===== config.mk =====
export PLATFORM = sky130hd
export DESIGN_NAME = video_capture_channel_control
export DESIGN_NICKNAME = d
export VERILOG_FILES = /design/src/sync_bits.v /design/src/timing_code_decoder.v /design/src/video_capture_channel_control.v
export VERILOG_INCLUDE_DIRS = /design/src
export SDC_FILE = /design/constraint.sdc
export NUM_CORES = 1
export LEC_CHECK = 0
export ABC_AREA = 1
export BUFFER_PORTS_ARGS = -buffer_cell sky130_fd_sc_hd__buf_2
export CAP_MARGIN = 20
export CORE_AREA = 2 2 152 124
export DETAILED_ROUTE_END_ITERATION = 16
export DIE_AREA = 0 0 154 126
export MAX_ROUTING_LAYER = met4
export PLACE_DENSITY = 0.52
export SETUP_SLACK_MARGIN = 0.4
export SLEW_MARGIN = 20
export SYNTH_ARGS = -nofsm -noshare
export SYNTH_HDL_FRONTEND = slang
export SYNTH_SLANG_ARGS = --single-unit

===== constraint.sdc =====
create_clock -name sys_clk -period 1.69 [get_ports sys_clk]
set_input_delay 0.507 -clock sys_clk [delete_from_list [all_inputs] [get_ports sys_clk]]
set_output_delay 0.507 -clock sys_clk [all_outputs]
set_load 0.01 [all_outputs]

===== src/capture_channel_defines.vh =====
// Constants for the capture channel control block: register offsets,
// control field positions, reset values and stream codes.
// Included by bare name from every design file of the block except the synchroniser.
`ifndef CAPTURE_CHANNEL_DEFINES_VH
`define CAPTURE_CHANNEL_DEFINES_VH

// Register offsets on the 4-bit byte address port
`define OFS_CTRL 4'h0
`define OFS_IRQ_STATUS 4'h4
`define OFS_IRQ_MASK 4'h8

// Control register field positions
`define CTRL_EDGE_BIT 31
`define CTRL_NIP_BIT 10
`define CTRL_VANC_BIT 9
`define CTRL_HANC_BIT 8
`define CTRL_IRQSEL_HI 7
`define CTRL_IRQSEL_LO 6
`define CTRL_FID_BIT 5
`define CTRL_LAYOUT_BIT 4
`define CTRL_YCMUX_BIT 3
`define CTRL_MODE_HI 2
`define CTRL_MODE_LO 1
`define CTRL_EN_BIT 0

// Writable control bits and reset values
`define CTRL_WR_MASK 32'h8000_07DF
`define CTRL_RESET 32'h0000_0000
`define IRQ_RESET 2'h0

// Frame interrupt field select
`define IRQSEL_TOP 2'h0
`define IRQSEL_BOTTOM 2'h1
`define IRQSEL_BOTH 2'h2

// Interrupt status bits
`define STAT_FRAME_BIT 0
`define STAT_CODE_ERR_BIT 1

// Kind of word handed to memory
`define KIND_ACTIVE 2'h0
`define KIND_HANC 2'h1
`define KIND_VANC 2'h2

// Timing reference preamble bytes
`define PREAMBLE_ONES 8'hFF
`define PREAMBLE_ZERO 8'h00

`endif


===== src/sync_bits.v =====
// Two-flop synchroniser for a group of pin levels.
// Assumes each bit is a slow level or a clock far below sys_clk.
`timescale 1ns/10ps
module sync_bits #(
    parameter W = 12
) (
    // Clock and reset
    input wire sys_clk,
    input wire rst_n,
    // Levels
    input wire [W-1:0] pin_in,
    output reg [W-1:0] pin_out
);
    reg [W-1:0] meta_reg;

    always @(posedge sys_clk or negedge rst_n) begin
        if (!rst_n) begin
            meta_reg <= {W{1'b0}};
            pin_out <= {W{1'b0}};
        end else begin
            meta_reg <= pin_in;
            pin_out <= meta_reg;
        end
    end
endmodule // sync_bits


===== src/timing_code_decoder.v =====
// Finds embedded timing reference codes in a byte stream and passes
// the other bytes on three byte strobes late, with the preamble removed.
// Assumes byte_stb is a one-cycle pulse per incoming byte.
`timescale 1ns/10ps
`include "capture_channel_defines.vh"
module timing_code_decoder (
    // Clock and reset
    input wire sys_clk,
    input wire rst_n,
    // Incoming bytes
    input wire byte_stb,
    input wire [7:0] byte_in,
    // Timing code found
    output reg code_stb,
    output reg code_f,
    output reg code_v,
    output reg code_h,
    output reg code_err,
    // Bytes that are not part of a timing code
    output reg out_stb,
    output reg [7:0] out_byte
);
    reg [1:0] stage_reg;
    reg [23:0] hold_reg;
    reg [2:0] hold_vld_reg;
    wire code_now;

    assign code_now = byte_stb && (stage_reg == 2'h3);

    always @(posedge sys_clk or negedge rst_n) begin
        if (!rst_n) begin
            stage_reg <= 2'h0;
            hold_reg <= 24'h00_0000;
            hold_vld_reg <= 3'h0;
            code_stb <= 1'b0;
            code_f <= 1'b0;
            code_v <= 1'b0;
            code_h <= 1'b0;
            code_err <= 1'b0;
            out_stb <= 1'b0;
            out_byte <= 8'h00;
        end else begin
            code_stb <= code_now;
            out_stb <= byte_stb && hold_vld_reg[2] && !code_now;
            if (byte_stb) begin
                out_byte <= hold_reg[23:16];
                hold_reg <= {hold_reg[15:0], byte_in};
                // Preamble bytes already held are dropped with the code
                hold_vld_reg <= code_now ? 3'h0 : {hold_vld_reg[1:0], 1'b1};
                if (code_now) begin
                    stage_reg <= 2'h0;
                    code_f <= byte_in[6];
                    code_v <= byte_in[5];
                    code_h <= byte_in[4];
                    // Protection bits must match F, V and H
                    code_err <= !byte_in[7] ||
                        (byte_in[3:0] != {byte_in[5] ^ byte_in[4], byte_in[6] ^ byte_in[4],
                         byte_in[6] ^ byte_in[5], byte_in[6] ^ byte_in[5] ^ byte_in[4]});
                end else if (byte_in == `PREAMBLE_ONES) begin
                    stage_reg <= 2'h1;
                end else if (byte_in == `PREAMBLE_ZERO && stage_reg != 2'h0) begin
                    stage_reg <= stage_reg + 2'h1;
                end else begin
                    stage_reg <= 2'h0;
                end
            end
        end
    end
endmodule // timing_code_decoder


===== src/video_capture_channel_control.v =====
// Control register of the second video capture channel, with the
// stream steering it governs: sync decode, ancillary word selection,
// frame interrupt and field identifier snapshot.
// Assumes the pixel clock is far below sys_clk, so it is sampled as a
// level; the clock edge inversion itself sits outside, at the pins.
//
// Behaviour
// Bit 31 selects the data-change edge: 0 rising, 1 falling.
// Edge select is only driven out; inversion happens outside at the pins.
// Bit 10 selects scan format: 0 interlaced, 1 progressive.
// Bit 9 set stores vertical blanking words between SAV and EAV; else drops.
// Bit 8 set stores horizontal blanking words between EAV and SAV; else drops.
// Bits 7-6 pick frame interrupt field: top, bottom, both, reserved.
// Read-only field bit 5 updates on the frame interrupt pulse.
// In raw sensor mode field bit 5 also follows the field pin level.
// Bit 0 enables the channel: 0 off, 1 on.
// Mode bits 2-1: 0-1 embedded sync, 2-3 raw; both channels alike.
// Bit 4 picks luma layout raster or sub-picture; ancillary stays raster.
//
// Local design decisions: the address-and-strobe port and the register addresses.
`timescale 1ns/10ps
`include "capture_channel_defines.vh"
module video_capture_channel_control (
    // Clock and reset
    input wire sys_clk,
    input wire rst_n,
    // Register port
    input wire [3:0] reg_addr,
    input wire [31:0] reg_wdata,
    input wire reg_wr,
    input wire reg_rd,
    output reg [31:0] reg_rdata,
    // Video source pins
    input wire vid_clk,
    input wire [7:0] vid_data,
    input wire vid_field,
    input wire vid_hvalid,
    input wire vid_vvalid,
    // Settings driven to the pins and the other channel
    output wire capture_clock_edge_select,
    output wire channel_one_on,
    output wire [1:0] capture_data_mode,
    output wire luma_chroma_interleave,
    output wire scan_progressive_select,
    // Words handed to the memory writer
    output reg mem_wr_valid,
    output reg [7:0] mem_wr_data,
    output reg [1:0] mem_wr_kind,
    output reg mem_wr_subpic,
    // Interrupts
    output reg frame_irq_pulse,
    output wire irq
);
    // Control register fields
    reg edge_sel_reg;
    reg nip_reg;
    reg vanc_en_reg;
    reg hanc_en_reg;
    reg [1:0] irq_sel_reg;
    reg layout_reg;
    reg ycmux_reg;
    reg [1:0] mode_reg;
    reg enable_reg;
    reg fid_reg;
    reg fid_next;

    // Interrupt registers
    reg [1:0] irq_status_reg;
    reg [1:0] irq_status_next;
    reg [1:0] irq_mask_reg;

    // Synchronised pins
    wire [11:0] pins_s;
    wire vclk_s;
    wire field_s;
    wire hvalid_s;
    wire vvalid_s;
    wire [7:0] data_s;
    reg vclk_prev_reg;
    reg vvalid_prev_reg;
    wire byte_stb;

    // Embedded sync decode
    wire code_stb;
    wire code_f;
    wire code_v;
    wire code_h;
    wire code_err;
    wire emb_stb;
    wire [7:0] emb_byte;
    reg in_line_reg;
    reg vblank_reg;

    // Stream and event terms
    wire raw_mode;
    reg frame_start;
    reg frame_field;
    reg frame_fire;
    reg word_stb;
    reg [7:0] word_data;
    reg [1:0] word_kind;
    reg word_keep;
    wire [31:0] ctrl_value;

    function is_raw;
        input [1:0] mode;
        begin
            is_raw = mode[1];
        end
    endfunction

    // Whether a field of the given parity raises the frame interrupt
    function field_selected;
        input [1:0] sel;
        input bottom;
        begin
            case (sel)
                `IRQSEL_TOP: field_selected = !bottom;
                `IRQSEL_BOTTOM: field_selected = bottom;
                `IRQSEL_BOTH: field_selected = 1'b1;
                default: field_selected = 1'b0;
            endcase
        end
    endfunction

    // Pin synchronisers
    sync_bits #(
        .W(12)
    ) u_pin_sync (
        .sys_clk(sys_clk),
        .rst_n(rst_n),
        .pin_in({vid_clk, vid_field, vid_hvalid, vid_vvalid, vid_data}),
        .pin_out(pins_s)
    );

    assign vclk_s = pins_s[11];
    assign field_s = pins_s[10];
    assign hvalid_s = pins_s[9];
    assign vvalid_s = pins_s[8];
    assign data_s = pins_s[7:0];

    // Data is always taken on the rising edge seen here; the pin logic
    // outside turns the clock round when the source launches on rising
    assign byte_stb = vclk_s && !vclk_prev_reg;

    assign raw_mode = is_raw(mode_reg);

    always @(posedge sys_clk or negedge rst_n) begin
        if (!rst_n) begin
            vclk_prev_reg <= 1'b0;
            vvalid_prev_reg <= 1'b0;
        end else begin
            vclk_prev_reg <= vclk_s;
            if (byte_stb) begin
                vvalid_prev_reg <= vvalid_s;
            end
        end
    end

    timing_code_decoder u_code_dec (
        .sys_clk(sys_clk),
        .rst_n(rst_n),
        .byte_stb(byte_stb && !raw_mode),
        .byte_in(data_s),
        .code_stb(code_stb),
        .code_f(code_f),
        .code_v(code_v),
        .code_h(code_h),
        .code_err(code_err),
        .out_stb(emb_stb),
        .out_byte(emb_byte)
    );

    // Line region from the last timing code: SAV opens the line, EAV closes
    always @(posedge sys_clk or negedge rst_n) begin
        if (!rst_n) begin
            in_line_reg <= 1'b0;
            vblank_reg <= 1'b0;
        end else if (code_stb) begin
            in_line_reg <= !code_h;
            vblank_reg <= code_v;
        end
    end

    // Start of vertical sync, per mode, and the field it belongs to
    always @* begin
        frame_start = 1'b0;
        frame_field = 1'b0;
        if (raw_mode) begin
            frame_start = byte_stb && vvalid_prev_reg && !vvalid_s;
            frame_field = field_s;
        end else begin
            frame_start = code_stb && code_h && code_v && !vblank_reg;
            frame_field = code_f;
        end
        // A progressive frame counts as a top field
        if (nip_reg) begin
            frame_field = 1'b0;
        end
        frame_fire = enable_reg && frame_start &&
            field_selected(irq_sel_reg, frame_field);
    end

    // Word selection: active video always, ancillary per enable bits
    always @* begin
        word_stb = 1'b0;
        word_data = 8'h00;
        word_kind = `KIND_ACTIVE;
        word_keep = 1'b0;
        if (raw_mode) begin
            word_stb = byte_stb;
            word_data = data_s;
            word_keep = hvalid_s && vvalid_s;
        end else begin
            word_stb = emb_stb;
            word_data = emb_byte;
            if (!in_line_reg) begin
                word_kind = `KIND_HANC;
                word_keep = hanc_en_reg;
            end else if (vblank_reg) begin
                word_kind = `KIND_VANC;
                word_keep = vanc_en_reg;
            end else begin
                word_kind = `KIND_ACTIVE;
                word_keep = 1'b1;
            end
        end
    end

    always @(posedge sys_clk or negedge rst_n) begin
        if (!rst_n) begin
            mem_wr_valid <= 1'b0;
            mem_wr_data <= 8'h00;
            mem_wr_kind <= `KIND_ACTIVE;
            mem_wr_subpic <= 1'b0;
            frame_irq_pulse <= 1'b0;
        end else begin
            mem_wr_valid <= enable_reg && word_stb && word_keep;
            frame_irq_pulse <= frame_fire;
            if (word_stb) begin
                mem_wr_data <= word_data;
                mem_wr_kind <= word_kind;
                // Sub-picture only for embedded-sync luma; ancillary stays raster
                mem_wr_subpic <= layout_reg && !raw_mode &&
                    (word_kind == `KIND_ACTIVE);
            end
        end
    end

    // Field snapshot: taken with the frame pulse, tracks the pin in raw mode
    always @* begin
        fid_next = fid_reg;
        if (frame_fire) begin
            fid_next = frame_field;
        end
        if (raw_mode) begin
            fid_next = field_s;
        end
    end

    // Control register
    always @(posedge sys_clk or negedge rst_n) begin
        if (!rst_n) begin
            edge_sel_reg <= 1'b0;
            nip_reg <= 1'b0;
            vanc_en_reg <= 1'b0;
            hanc_en_reg <= 1'b0;
            irq_sel_reg <= `IRQSEL_TOP;
            layout_reg <= 1'b0;
            ycmux_reg <= 1'b0;
            mode_reg <= 2'h0;
            enable_reg <= 1'b0;
            fid_reg <= 1'b0;
        end else begin
            fid_reg <= fid_next;
            if (reg_wr && reg_addr == `OFS_CTRL) begin
                edge_sel_reg <= reg_wdata[`CTRL_EDGE_BIT];
                nip_reg <= reg_wdata[`CTRL_NIP_BIT];
                vanc_en_reg <= reg_wdata[`CTRL_VANC_BIT];
                hanc_en_reg <= reg_wdata[`CTRL_HANC_BIT];
                irq_sel_reg <= reg_wdata[`CTRL_IRQSEL_HI:`CTRL_IRQSEL_LO];
                layout_reg <= reg_wdata[`CTRL_LAYOUT_BIT];
                ycmux_reg <= reg_wdata[`CTRL_YCMUX_BIT];
                mode_reg <= reg_wdata[`CTRL_MODE_HI:`CTRL_MODE_LO];
                enable_reg <= reg_wdata[`CTRL_EN_BIT];
            end
        end
    end

    // Interrupt status: a new event wins over a write-one clear
    always @* begin
        irq_status_next = irq_status_reg;
        if (reg_wr && reg_addr == `OFS_IRQ_STATUS) begin
            irq_status_next = irq_status_reg & ~reg_wdata[1:0];
        end
        if (frame_fire) begin
            irq_status_next[`STAT_FRAME_BIT] = 1'b1;
        end
        if (enable_reg && code_stb && code_err) begin
            irq_status_next[`STAT_CODE_ERR_BIT] = 1'b1;
        end
    end

    always @(posedge sys_clk or negedge rst_n) begin
        if (!rst_n) begin
            irq_status_reg <= `IRQ_RESET;
            irq_mask_reg <= `IRQ_RESET;
        end else begin
            irq_status_reg <= irq_status_next;
            if (reg_wr && reg_addr == `OFS_IRQ_MASK) begin
                irq_mask_reg <= reg_wdata[1:0];
            end
        end
    end

    assign irq = |(irq_status_reg & irq_mask_reg);

    // Reserved bits read as zero
    assign ctrl_value = {edge_sel_reg, 20'h0_0000, nip_reg, vanc_en_reg, hanc_en_reg,
        irq_sel_reg, fid_reg, layout_reg, ycmux_reg, mode_reg, enable_reg} & `CTRL_WR_MASK
        | ({31'h0000_0000, fid_reg} << `CTRL_FID_BIT);

    // Read data stands for the cycle after the strobe only
    always @(posedge sys_clk or negedge rst_n) begin
        if (!rst_n) begin
            reg_rdata <= 32'h0000_0000;
        end else if (reg_rd) begin
            case (reg_addr)
                `OFS_CTRL: reg_rdata <= ctrl_value;
                `OFS_IRQ_STATUS: reg_rdata <= {30'h0000_0000, irq_status_reg};
                `OFS_IRQ_MASK: reg_rdata <= {30'h0000_0000, irq_mask_reg};
                default: reg_rdata <= 32'h0000_0000;
            endcase
        end else begin
            reg_rdata <= 32'h0000_0000;
        end
    end

    // Settings driven out unchanged
    assign capture_clock_edge_select = edge_sel_reg;
    assign channel_one_on = enable_reg;
    assign capture_data_mode = mode_reg;
    assign luma_chroma_interleave = ycmux_reg;
    assign scan_progressive_select = nip_reg;
endmodule // video_capture_channel_control


# Word level (Yosys, flattened, before mapping)
# Index checks and enable logic that the tools add are counted.
[word_totals]
register_bits = 132
latchBits = 0
ramBits = 0
mem_bits_ro = 0
input_bits = 52
out_inout_bits = 52
memories = 0
[op_classes]
add_sub_neg = 1
n_mul = 0
div_mod_pow = 0
order_cmp = 0
n_eq_ne = 7
shifts = 0
muxes = 23
bitwise_logic = 8
n_reduce_logical = 42
[op_table]
columns = ["cell", "count"]
rows = [
  ["32-bit one-hot mux with 3 select lines", 1],
  ["32-bit 2-to-1 mux", 1],
  ["32-bit by 6-bit OR with 32-bit output", 1],
  ["1-bit logical AND", 23],
  ["2-bit 2-to-1 mux", 7],
  ["1-bit 2-to-1 mux", 11],
  ["8-bit equality test, second input constant", 1],
  ["1-bit logical NOT", 8],
  ["8-bit logical NOT", 1],
  ["8-bit 2-to-1 mux", 1],
  ["2-bit nonzero test", 4],
  ["2-bit bitwise AND", 2],
  ["2-bit equality test, second input constant", 2],
  ["4-bit by 3-bit equality test with 1-bit output, second input constant", 1],
  ["4-bit equality test, second input constant", 1],
  ["2-bit logical NOT", 2],
  ["4-bit logical NOT", 1],
  ["4-bit != test", 1],
  ["1-bit bitwise XOR", 4],
  ["3-bit 2-to-1 mux", 1],
  ["1-bit one-hot mux with 3 select lines", 1],
  ["2-bit by 1-bit adder with 2-bit output, second input constant", 1],
  ["2-bit by 1-bit equality test with 1-bit output, second input constant", 1],
  ["2-bit inverter", 1],
  ["3 further kinds", 3],
]

# Depth between registers and ports, before layout
# Gate-level depths: netlist of the first run.
[depth]
depth_word = 9
ltp_mapped = 11
ltp_nobuf = 11

# Cells and area by module
# Synthesis of the first run repeated with hierarchy kept, for this count alone.
[unflattened]
cells_unflattened = 464
hier_area_um2 = 4444.3
[modules_own_cells]
columns = ["module", "n_inst", "cells_per_inst", "area_each_um2", "seq_area_each_um2"]
rows = [
  ["video_capture_channel_control", 1, 236, 2029.4, 1126.1],
  ["timing_code_decoder", 1, 204, 1814.2, 1076.0],
  ["sync_bits", 1, 24, 600.6, 600.6],
]

# Least setup slack after synthesis of the first run
# Ideal clock, no wire load.
[synth_timing]
path_kind = "input -> register"
start = "in reg_addr[1]"
end = "reg edge_sel_reg, in the netlist capture_clock_edge_select"
setup_time_ns = 0.124
t_arrival_ns = 1.219
required_ns = 1.566
slack_ns = 0.348
stages = 7
path_buffers = 1
cell_sequence = "nor2_1 > nand2_1 > nor2_1 > nand2_1 > buf_2 > nor2_1 > a21oi_1"
[synth_between]
elab_chain_len = 2
[synth_lines]
columns = ["item", "line", "text"]
rows = [
  ["start: declaration", "video_capture_channel_control.v:28", "input wire [3:0] reg_addr,"],
  ["4-bit logical NOT (no line)", "--", ""],
  ["1-bit logical AND (no line)", "--", ""],
  ["end signal: assignment", "video_capture_channel_control.v:277", "edge_sel_reg <= reg_wdata[`CTRL_EDGE_BIT];"],
  ["end: declaration", "video_capture_channel_control.v:55", "reg edge_sel_reg;"],
]
# No other way between the ends.
# A chain may end at the register's enable or synchronous reset.

# Final worst setup path of the first run
[layout_timing]
start = "reg irq_mask_reg[1]"
end = "out irq"
[layout_between]
elab_chain_len = 2
[layout_lines]
columns = ["item", "line", "text"]
rows = [
  ["start: declaration", "video_capture_channel_control.v:70", "reg [1:0] irq_mask_reg;"],
  ["start signal: assignment", "video_capture_channel_control.v:307", "irq_mask_reg <= `IRQ_RESET;"],
  ["start signal: assignment", "video_capture_channel_control.v:311", "irq_mask_reg <= reg_wdata[1:0];"],
  ["2-bit bitwise AND", "video_capture_channel_control.v:316", "assign irq = |(irq_status_reg & irq_mask_reg);"],
  ["2-bit OR reduction", "video_capture_channel_control.v:316", ""],
  ["end: declaration", "video_capture_channel_control.v:52", "output wire irq"],
]
# No other way between the ends.

==> results of run 1 <==
[cells in the mapped netlist, drive strengths merged]
master / instances
nand2: 113
dfrtp: 112
inv: 51
nor2: 48
o21ai: 44
buf: 33
a21oi: 13
nand3: 10
a31oi: 8
ha: 4
nand4: 3
a22o: 2
o22ai: 2
xor2: 2
clkbuf: 1
conb: 1
nor3: 1
nor4: 1
o32ai: 1
xnor2: 1
[cell families after synthesis]
group	Yosys count
AO/OA/AOI/OAI	70
XOR/XNOR	3
adder cells (fa/ha/maj)	4
buffers and inverters	85
flip-flops	112
other	1
AND/OR/NAND/NOR	176
[layer usage]
metal	GRT usage, %	wire (µm)
met1	15.9	5210
met4	2.14	106
met2	15.4	4580
met3	3.17	453
met5	-	0
[worst reg2reg max path, delay by kind of cell (launching register included)]
family | cells | cell delay [ns]
buffers and inverters | 5 | 0.52
and+or+nand+nor | 3 | 0.35
DFF | 1 | 0.40
AOI/OAI and AO/OA | 1 | 0.06
[final cells by class]
type	instances	area, µm²
repair buffers	117	1080
flip-flops and latches	112	2810
multi-input cells	273	1590
fillers	1800	11600
inverters	51	211
clock buffers	9	225
clock inverters	7	85.1
well taps	230	288
[metrics by stage]
step / cells / hold WS [ns] / total power [mW]
floorplan: 470 / 0.211 / 4.21
global placement: 743 / 0.337 / 4.59
detailed placement: 743 / 0.335 / 4.64
CTS: 789 / 0.0612 / 7.24
global route: 799 / 0.0719 / 7.99
finish: 799 / 0.0603 / 7.56
[power groups by stage]
stage | clock (mW) | sequential, mW | combinational (mW)
floorplan | 0 | 3.51 | 0.692
global placement | 0 | 3.54 | 1.05
detailed placement | 0 | 3.56 | 1.08
CTS | 2.26 | 3.52 | 1.47
global route | 2.37 | 3.66 | 1.96
finish | 2.20 | 3.60 | 1.76
[worst paths after layout]
path                                                  start                            endpoint  slack (ns)  depth (start not counted)
setup reg to reg                    vclk_prev_reg$_DFF_PN0_  u_code_dec.out_byte[3]$_DFFE_PN0P_        0.27                          9
hold reg to reg            u_pin_sync.meta_reg[8]$_DFF_PN0_     u_pin_sync.pin_out[8]$_DFF_PN0_        0.35                          0
hold / removal                                        rst_n          mem_wr_data[6]$_DFFE_PN0N_        0.06                          1
max in group asynchronous                             rst_n              reg_rdata[4]$_DFF_PN0_        1.12                          2
setup / recovery                irq_mask_reg[1]$_DFFE_PN0P_                                 irq        0.06                          2
min in group sys_clk                            vid_data[2]    u_pin_sync.meta_reg[2]$_DFF_PN0_        0.26                          1
[what timing repair did]
item / CTS / global route
gates resized for setup: 94 / 93
gates cloned: 6 / 3
setup endpoints to repair: 84 / 86
hold buffers: 0 / 0
pin swaps: 13 / 8
buffers inserted: 24 / 7
==> metrics.cfg, run 1 <==
[status]
outcome=finished, final reports clean

[cells_and_area]
final_cell_mix=dfrtp_1 (109), nand2_1 (70), buf_2 (50), inv_1 (42), nor2_1 (32)
postLayoutCellArea_um2=6290
drive_above_1_share_pct=39.2
diodes=0
largest_register_ffs=24
final_common_cell=dfrtp_1
postLayoutCoreUtil_pct=35.2
final_nets=620
area_growth_syn_to_layout_pct=42.8

[power_and_ir_drop]
p_sw_mw=2.28
ir_drop_mv=0.524
p_per_area_nw_per_um2=1200
comb_power_share_pct=23.3
p_leak_nw=3.10
pwr-share-seq_pct=47.6
p_int_mw=5.28
swShare_pct=30.1
power.share.clock_pct=29.1

[clocking]
cts_buffer_depth=2
cts_tree=built
cts_sinks=112
htree_levels=3
cts_root_buffer=clkbuf_16
clk_latency_ns=0.35
cts_buffers=9
path_clk_slew_ns=0.08

[grt]
grt_pass1_wl_mm=16.2
antenna_found_initial=0
grt_usage_pct=11.0
grt_start_max_net_pins=37
grt_pass1_vias=3180
grt_overflow=0

[detailed_routing]
drc=0
final_antenna_net_count=0
wl_mm=10.3
first_pass_iters=4
route.vias.total=3281
viasPerCell=4.11
drt-initial-drc-count=150
avgRoutedWirePerCell_um=13.0

[logic_synthesis]
yosysUniqueCellTypes=30
netlist_instances=451
syn_avg_cell_area_um2=9.77
yosys.area_share.simple_pct=16.2
synthMuxAreaShare_pct=0
synth_xor_area_share_pct=0.596
ys_ff_latch=112
synth_compound_area_share_pct=8.60
syn_area_um2=4410
synth_top_family_by_area=simple AND/OR/NAND/NOR gates
yosysTopAreaCell=dfrtp_1
synth_top_area_share_pct=63.6
yosysWarnings=0
synth_area_leaders=dfrtp_1 (64%), nand2_1 (9.3%), o21ai_0 (4.8%), inv_1 (4.2%), buf_4 (4.1%)
yosysSeqAreaShare_pct=63.6
synthAdderAreaFrac_pct=1.14

[timing]
layout_min_cycle_time_ns=1.63
period_share_pct=96.6
fin_skew_ns=0.0110
finalHoldViolCount=0
finalWorstSetupSlack_ns=0.0581
fmax_ghz=0.613
slew_violations=0
rsz0062_at_grt=yes
fin_tns_setup_ns=0
setup_viol=0

[die]
std_cell_rows=44
ios=104
start_util_pct=24.6
die_area_um2=19400
die_w_um=154
die_y_um=126
core-area_um2=17900

[critical_path]
cpPeakStageDelay_ns=0.39
critPathArrivalTime_ns=1.12
critPathTopFamily=flip-flops
startpoint_type=flop
slowest_stage=dfrtp_1
cp_max_fo=2
crit_buf_inv=1
crit_type=reg -> out
crit_required_ns=1.18
end_kind=output port
crit_chain=a22o_1 -> buf_2

[min_path]
min_path_type=in -> async

[placement]
place_hpwl_mm=6.73
dp_slack_ns=0.147
post_dp_cell_area_um2=5010
gp_congestion=0.859
io_buffers=62

[job]
drv_cap=0

(Power assumes the default switching activity.)
==> run 2, diff against run 1 <==
Settings changed: BUFFER_PORTS_ARGS -buffer_cell sky130_fd_sc_hd__buf_2 to -buffer_cell sky130_fd_sc_hd__clkbuf_2.
==> metrics.cfg, run 2 (synthesis results as in run 1) <==
[power_and_ir_drop]
ir_drop_mv=0.496
finalPower_mw=7.87
p_leak_nw=3.31
p_per_area_nw_per_um2=1180

[grt]
met1_usage_pct=17.8
grt_usage_pct=12.3
grtUsageMet3_pct=3.06
grt_pass1_wl_mm=18.2
antenna_found_initial=0
busiest_layer=met1
grt_overflow=0
grt_start_max_net_pins=33
grt_pass1_vias=3447
met2_usage_pct=17.6

[detailed_routing]
wl_mm=11.5
avgRoutedWirePerCell_um=14.0
drt-initial-drc-count=194
drc=0
final_antenna_net_count=0
viasPerCell=4.19
first_pass_iters=4
route.vias.total=3428

[die]
core-area_um2=17900
die_y_um=126
ios=104
die_w_um=154
die_area_um2=19400
start_util_pct=24.6
std_cell_rows=44

[cells_and_area]
largest_register_ffs=24
drive_above_1_share_pct=43.8
postLayoutCellArea_um2=6690
num-fill-cells=1748
final_nets=640
final_cell_mix=dfrtp_1 (109), nand2_1 (64), clkbuf_2 (53), inv_1 (41), nor2_1 (39)
area_growth_syn_to_layout_pct=51.7
postLayoutCoreUtil_pct=37.4
final_common_cell=dfrtp_1
multi_input_area_um2=1700
diodes=0
fin_cells=819
ff_latch_area_um2=2810

[timing]
slew_violations=0
whs_ns=0.0719
setup_viol=0
layout_min_cycle_time_ns=1.59
finalHoldViolCount=0
rsz0062_at_grt=yes
fin_tns_setup_ns=0
finalWorstSetupSlack_ns=0.0986
fmax_ghz=0.628
fin_skew_ns=0.0113
period_share_pct=94.2

[min_path]
min_path_type=in -> async

[placement]
gp_congestion=0.869
post_dp_cell_area_um2=5000
dp_slack_ns=0.130
io_buffers=62
place_hpwl_mm=6.67
dp_cells=741

[clocking]
htree_levels=3
cts_buffers=9
cts_buffer_depth=2
clk_latency_ns=0.35
postCtsHoldBufs=0
cts_sinks=112
path_clk_slew_ns=0.08
cts_tree=built
cts_root_buffer=clkbuf_16

[critical_path]
critPathArrivalTime_ns=1.08
crit_type=reg -> out
end_kind=output port
startpoint_type=flop
cp_max_fo=2
crit_required_ns=1.18

[status]
outcome=finished, final reports clean

[job]
drv_cap=0

[run 2: cell count changes in the layout (fill, tap and decap cells not counted), sizes merged]
cell    change
bufbuf      +1
buf        -32
clkbuf     +51
[run 2: path summary, 6_finish.rpt]
check,slack [ns],from,cells after the start,to
setup / recovery,0.1,irq_mask_reg[1]$_DFFE_PN0P_,2,irq
hold / removal,0.07,rst_n,1,u_code_dec.hold_reg[21]$_DFFE_PN0P_
setup reg to reg,0.20,vclk_prev_reg$_DFF_PN0_,8,u_code_dec.hold_reg[0]$_DFFE_PN0P_
hold reg to reg,0.35,u_pin_sync.meta_reg[8]$_DFF_PN0_,0,u_pin_sync.pin_out[8]$_DFF_PN0_
max in group asynchronous,1.09,rst_n,2,channel_one_on$_DFFE_PN0P_
min in group sys_clk,0.25,vid_data[3],1,u_pin_sync.meta_reg[3]$_DFF_PN0_
[run 2: routing by layer]
metal | part of all wire [%] | routed length [µm]
met4 | 1.1 | 125
met3 | 6.0 | 682
met5 | 0 | 0
met1 | 48 | 5450
met2 | 45 | 5200
[run 2: layout make-up]
cell class / count / area share [%]
Sequential cell: 112 / 42.0
Tap cell: 230 / 4.30
Clock buffer: 9 / 3.37
Inverter: 51 / 3.12
Clock inverter: 7 / 1.27
Timing Repair Buffer: 137 / 20.5
Multi-Input combinational cell: 273 / 25.5
[run 2: power by group]
group | leakage, nW | switching, mW | internal, mW
Clock | 0.153 | 1.04 | 1.19
Combinational | 1.76 | 0.986 | 1.05
Sequential | 1.40 | 0.397 | 3.21
[run 2: timing repair]
| item | in CTS | in global routing |
|---|---|---|
| hold endpoints to repair | 0 | 0 |
| setup buffers | 37 | 14 |
| endpoints found under the setup margin | 87 | 100 |
| gates resized for setup | 115 | 97 |
| cloned | 11 | 0 |
| pin swaps | 13 | 8 |
[run 2: critical path: stages (launching register included)]
cell	delay [ns]
dfrtp_1	0.38
a22o_1	0.23
clkbuf_2	0.12
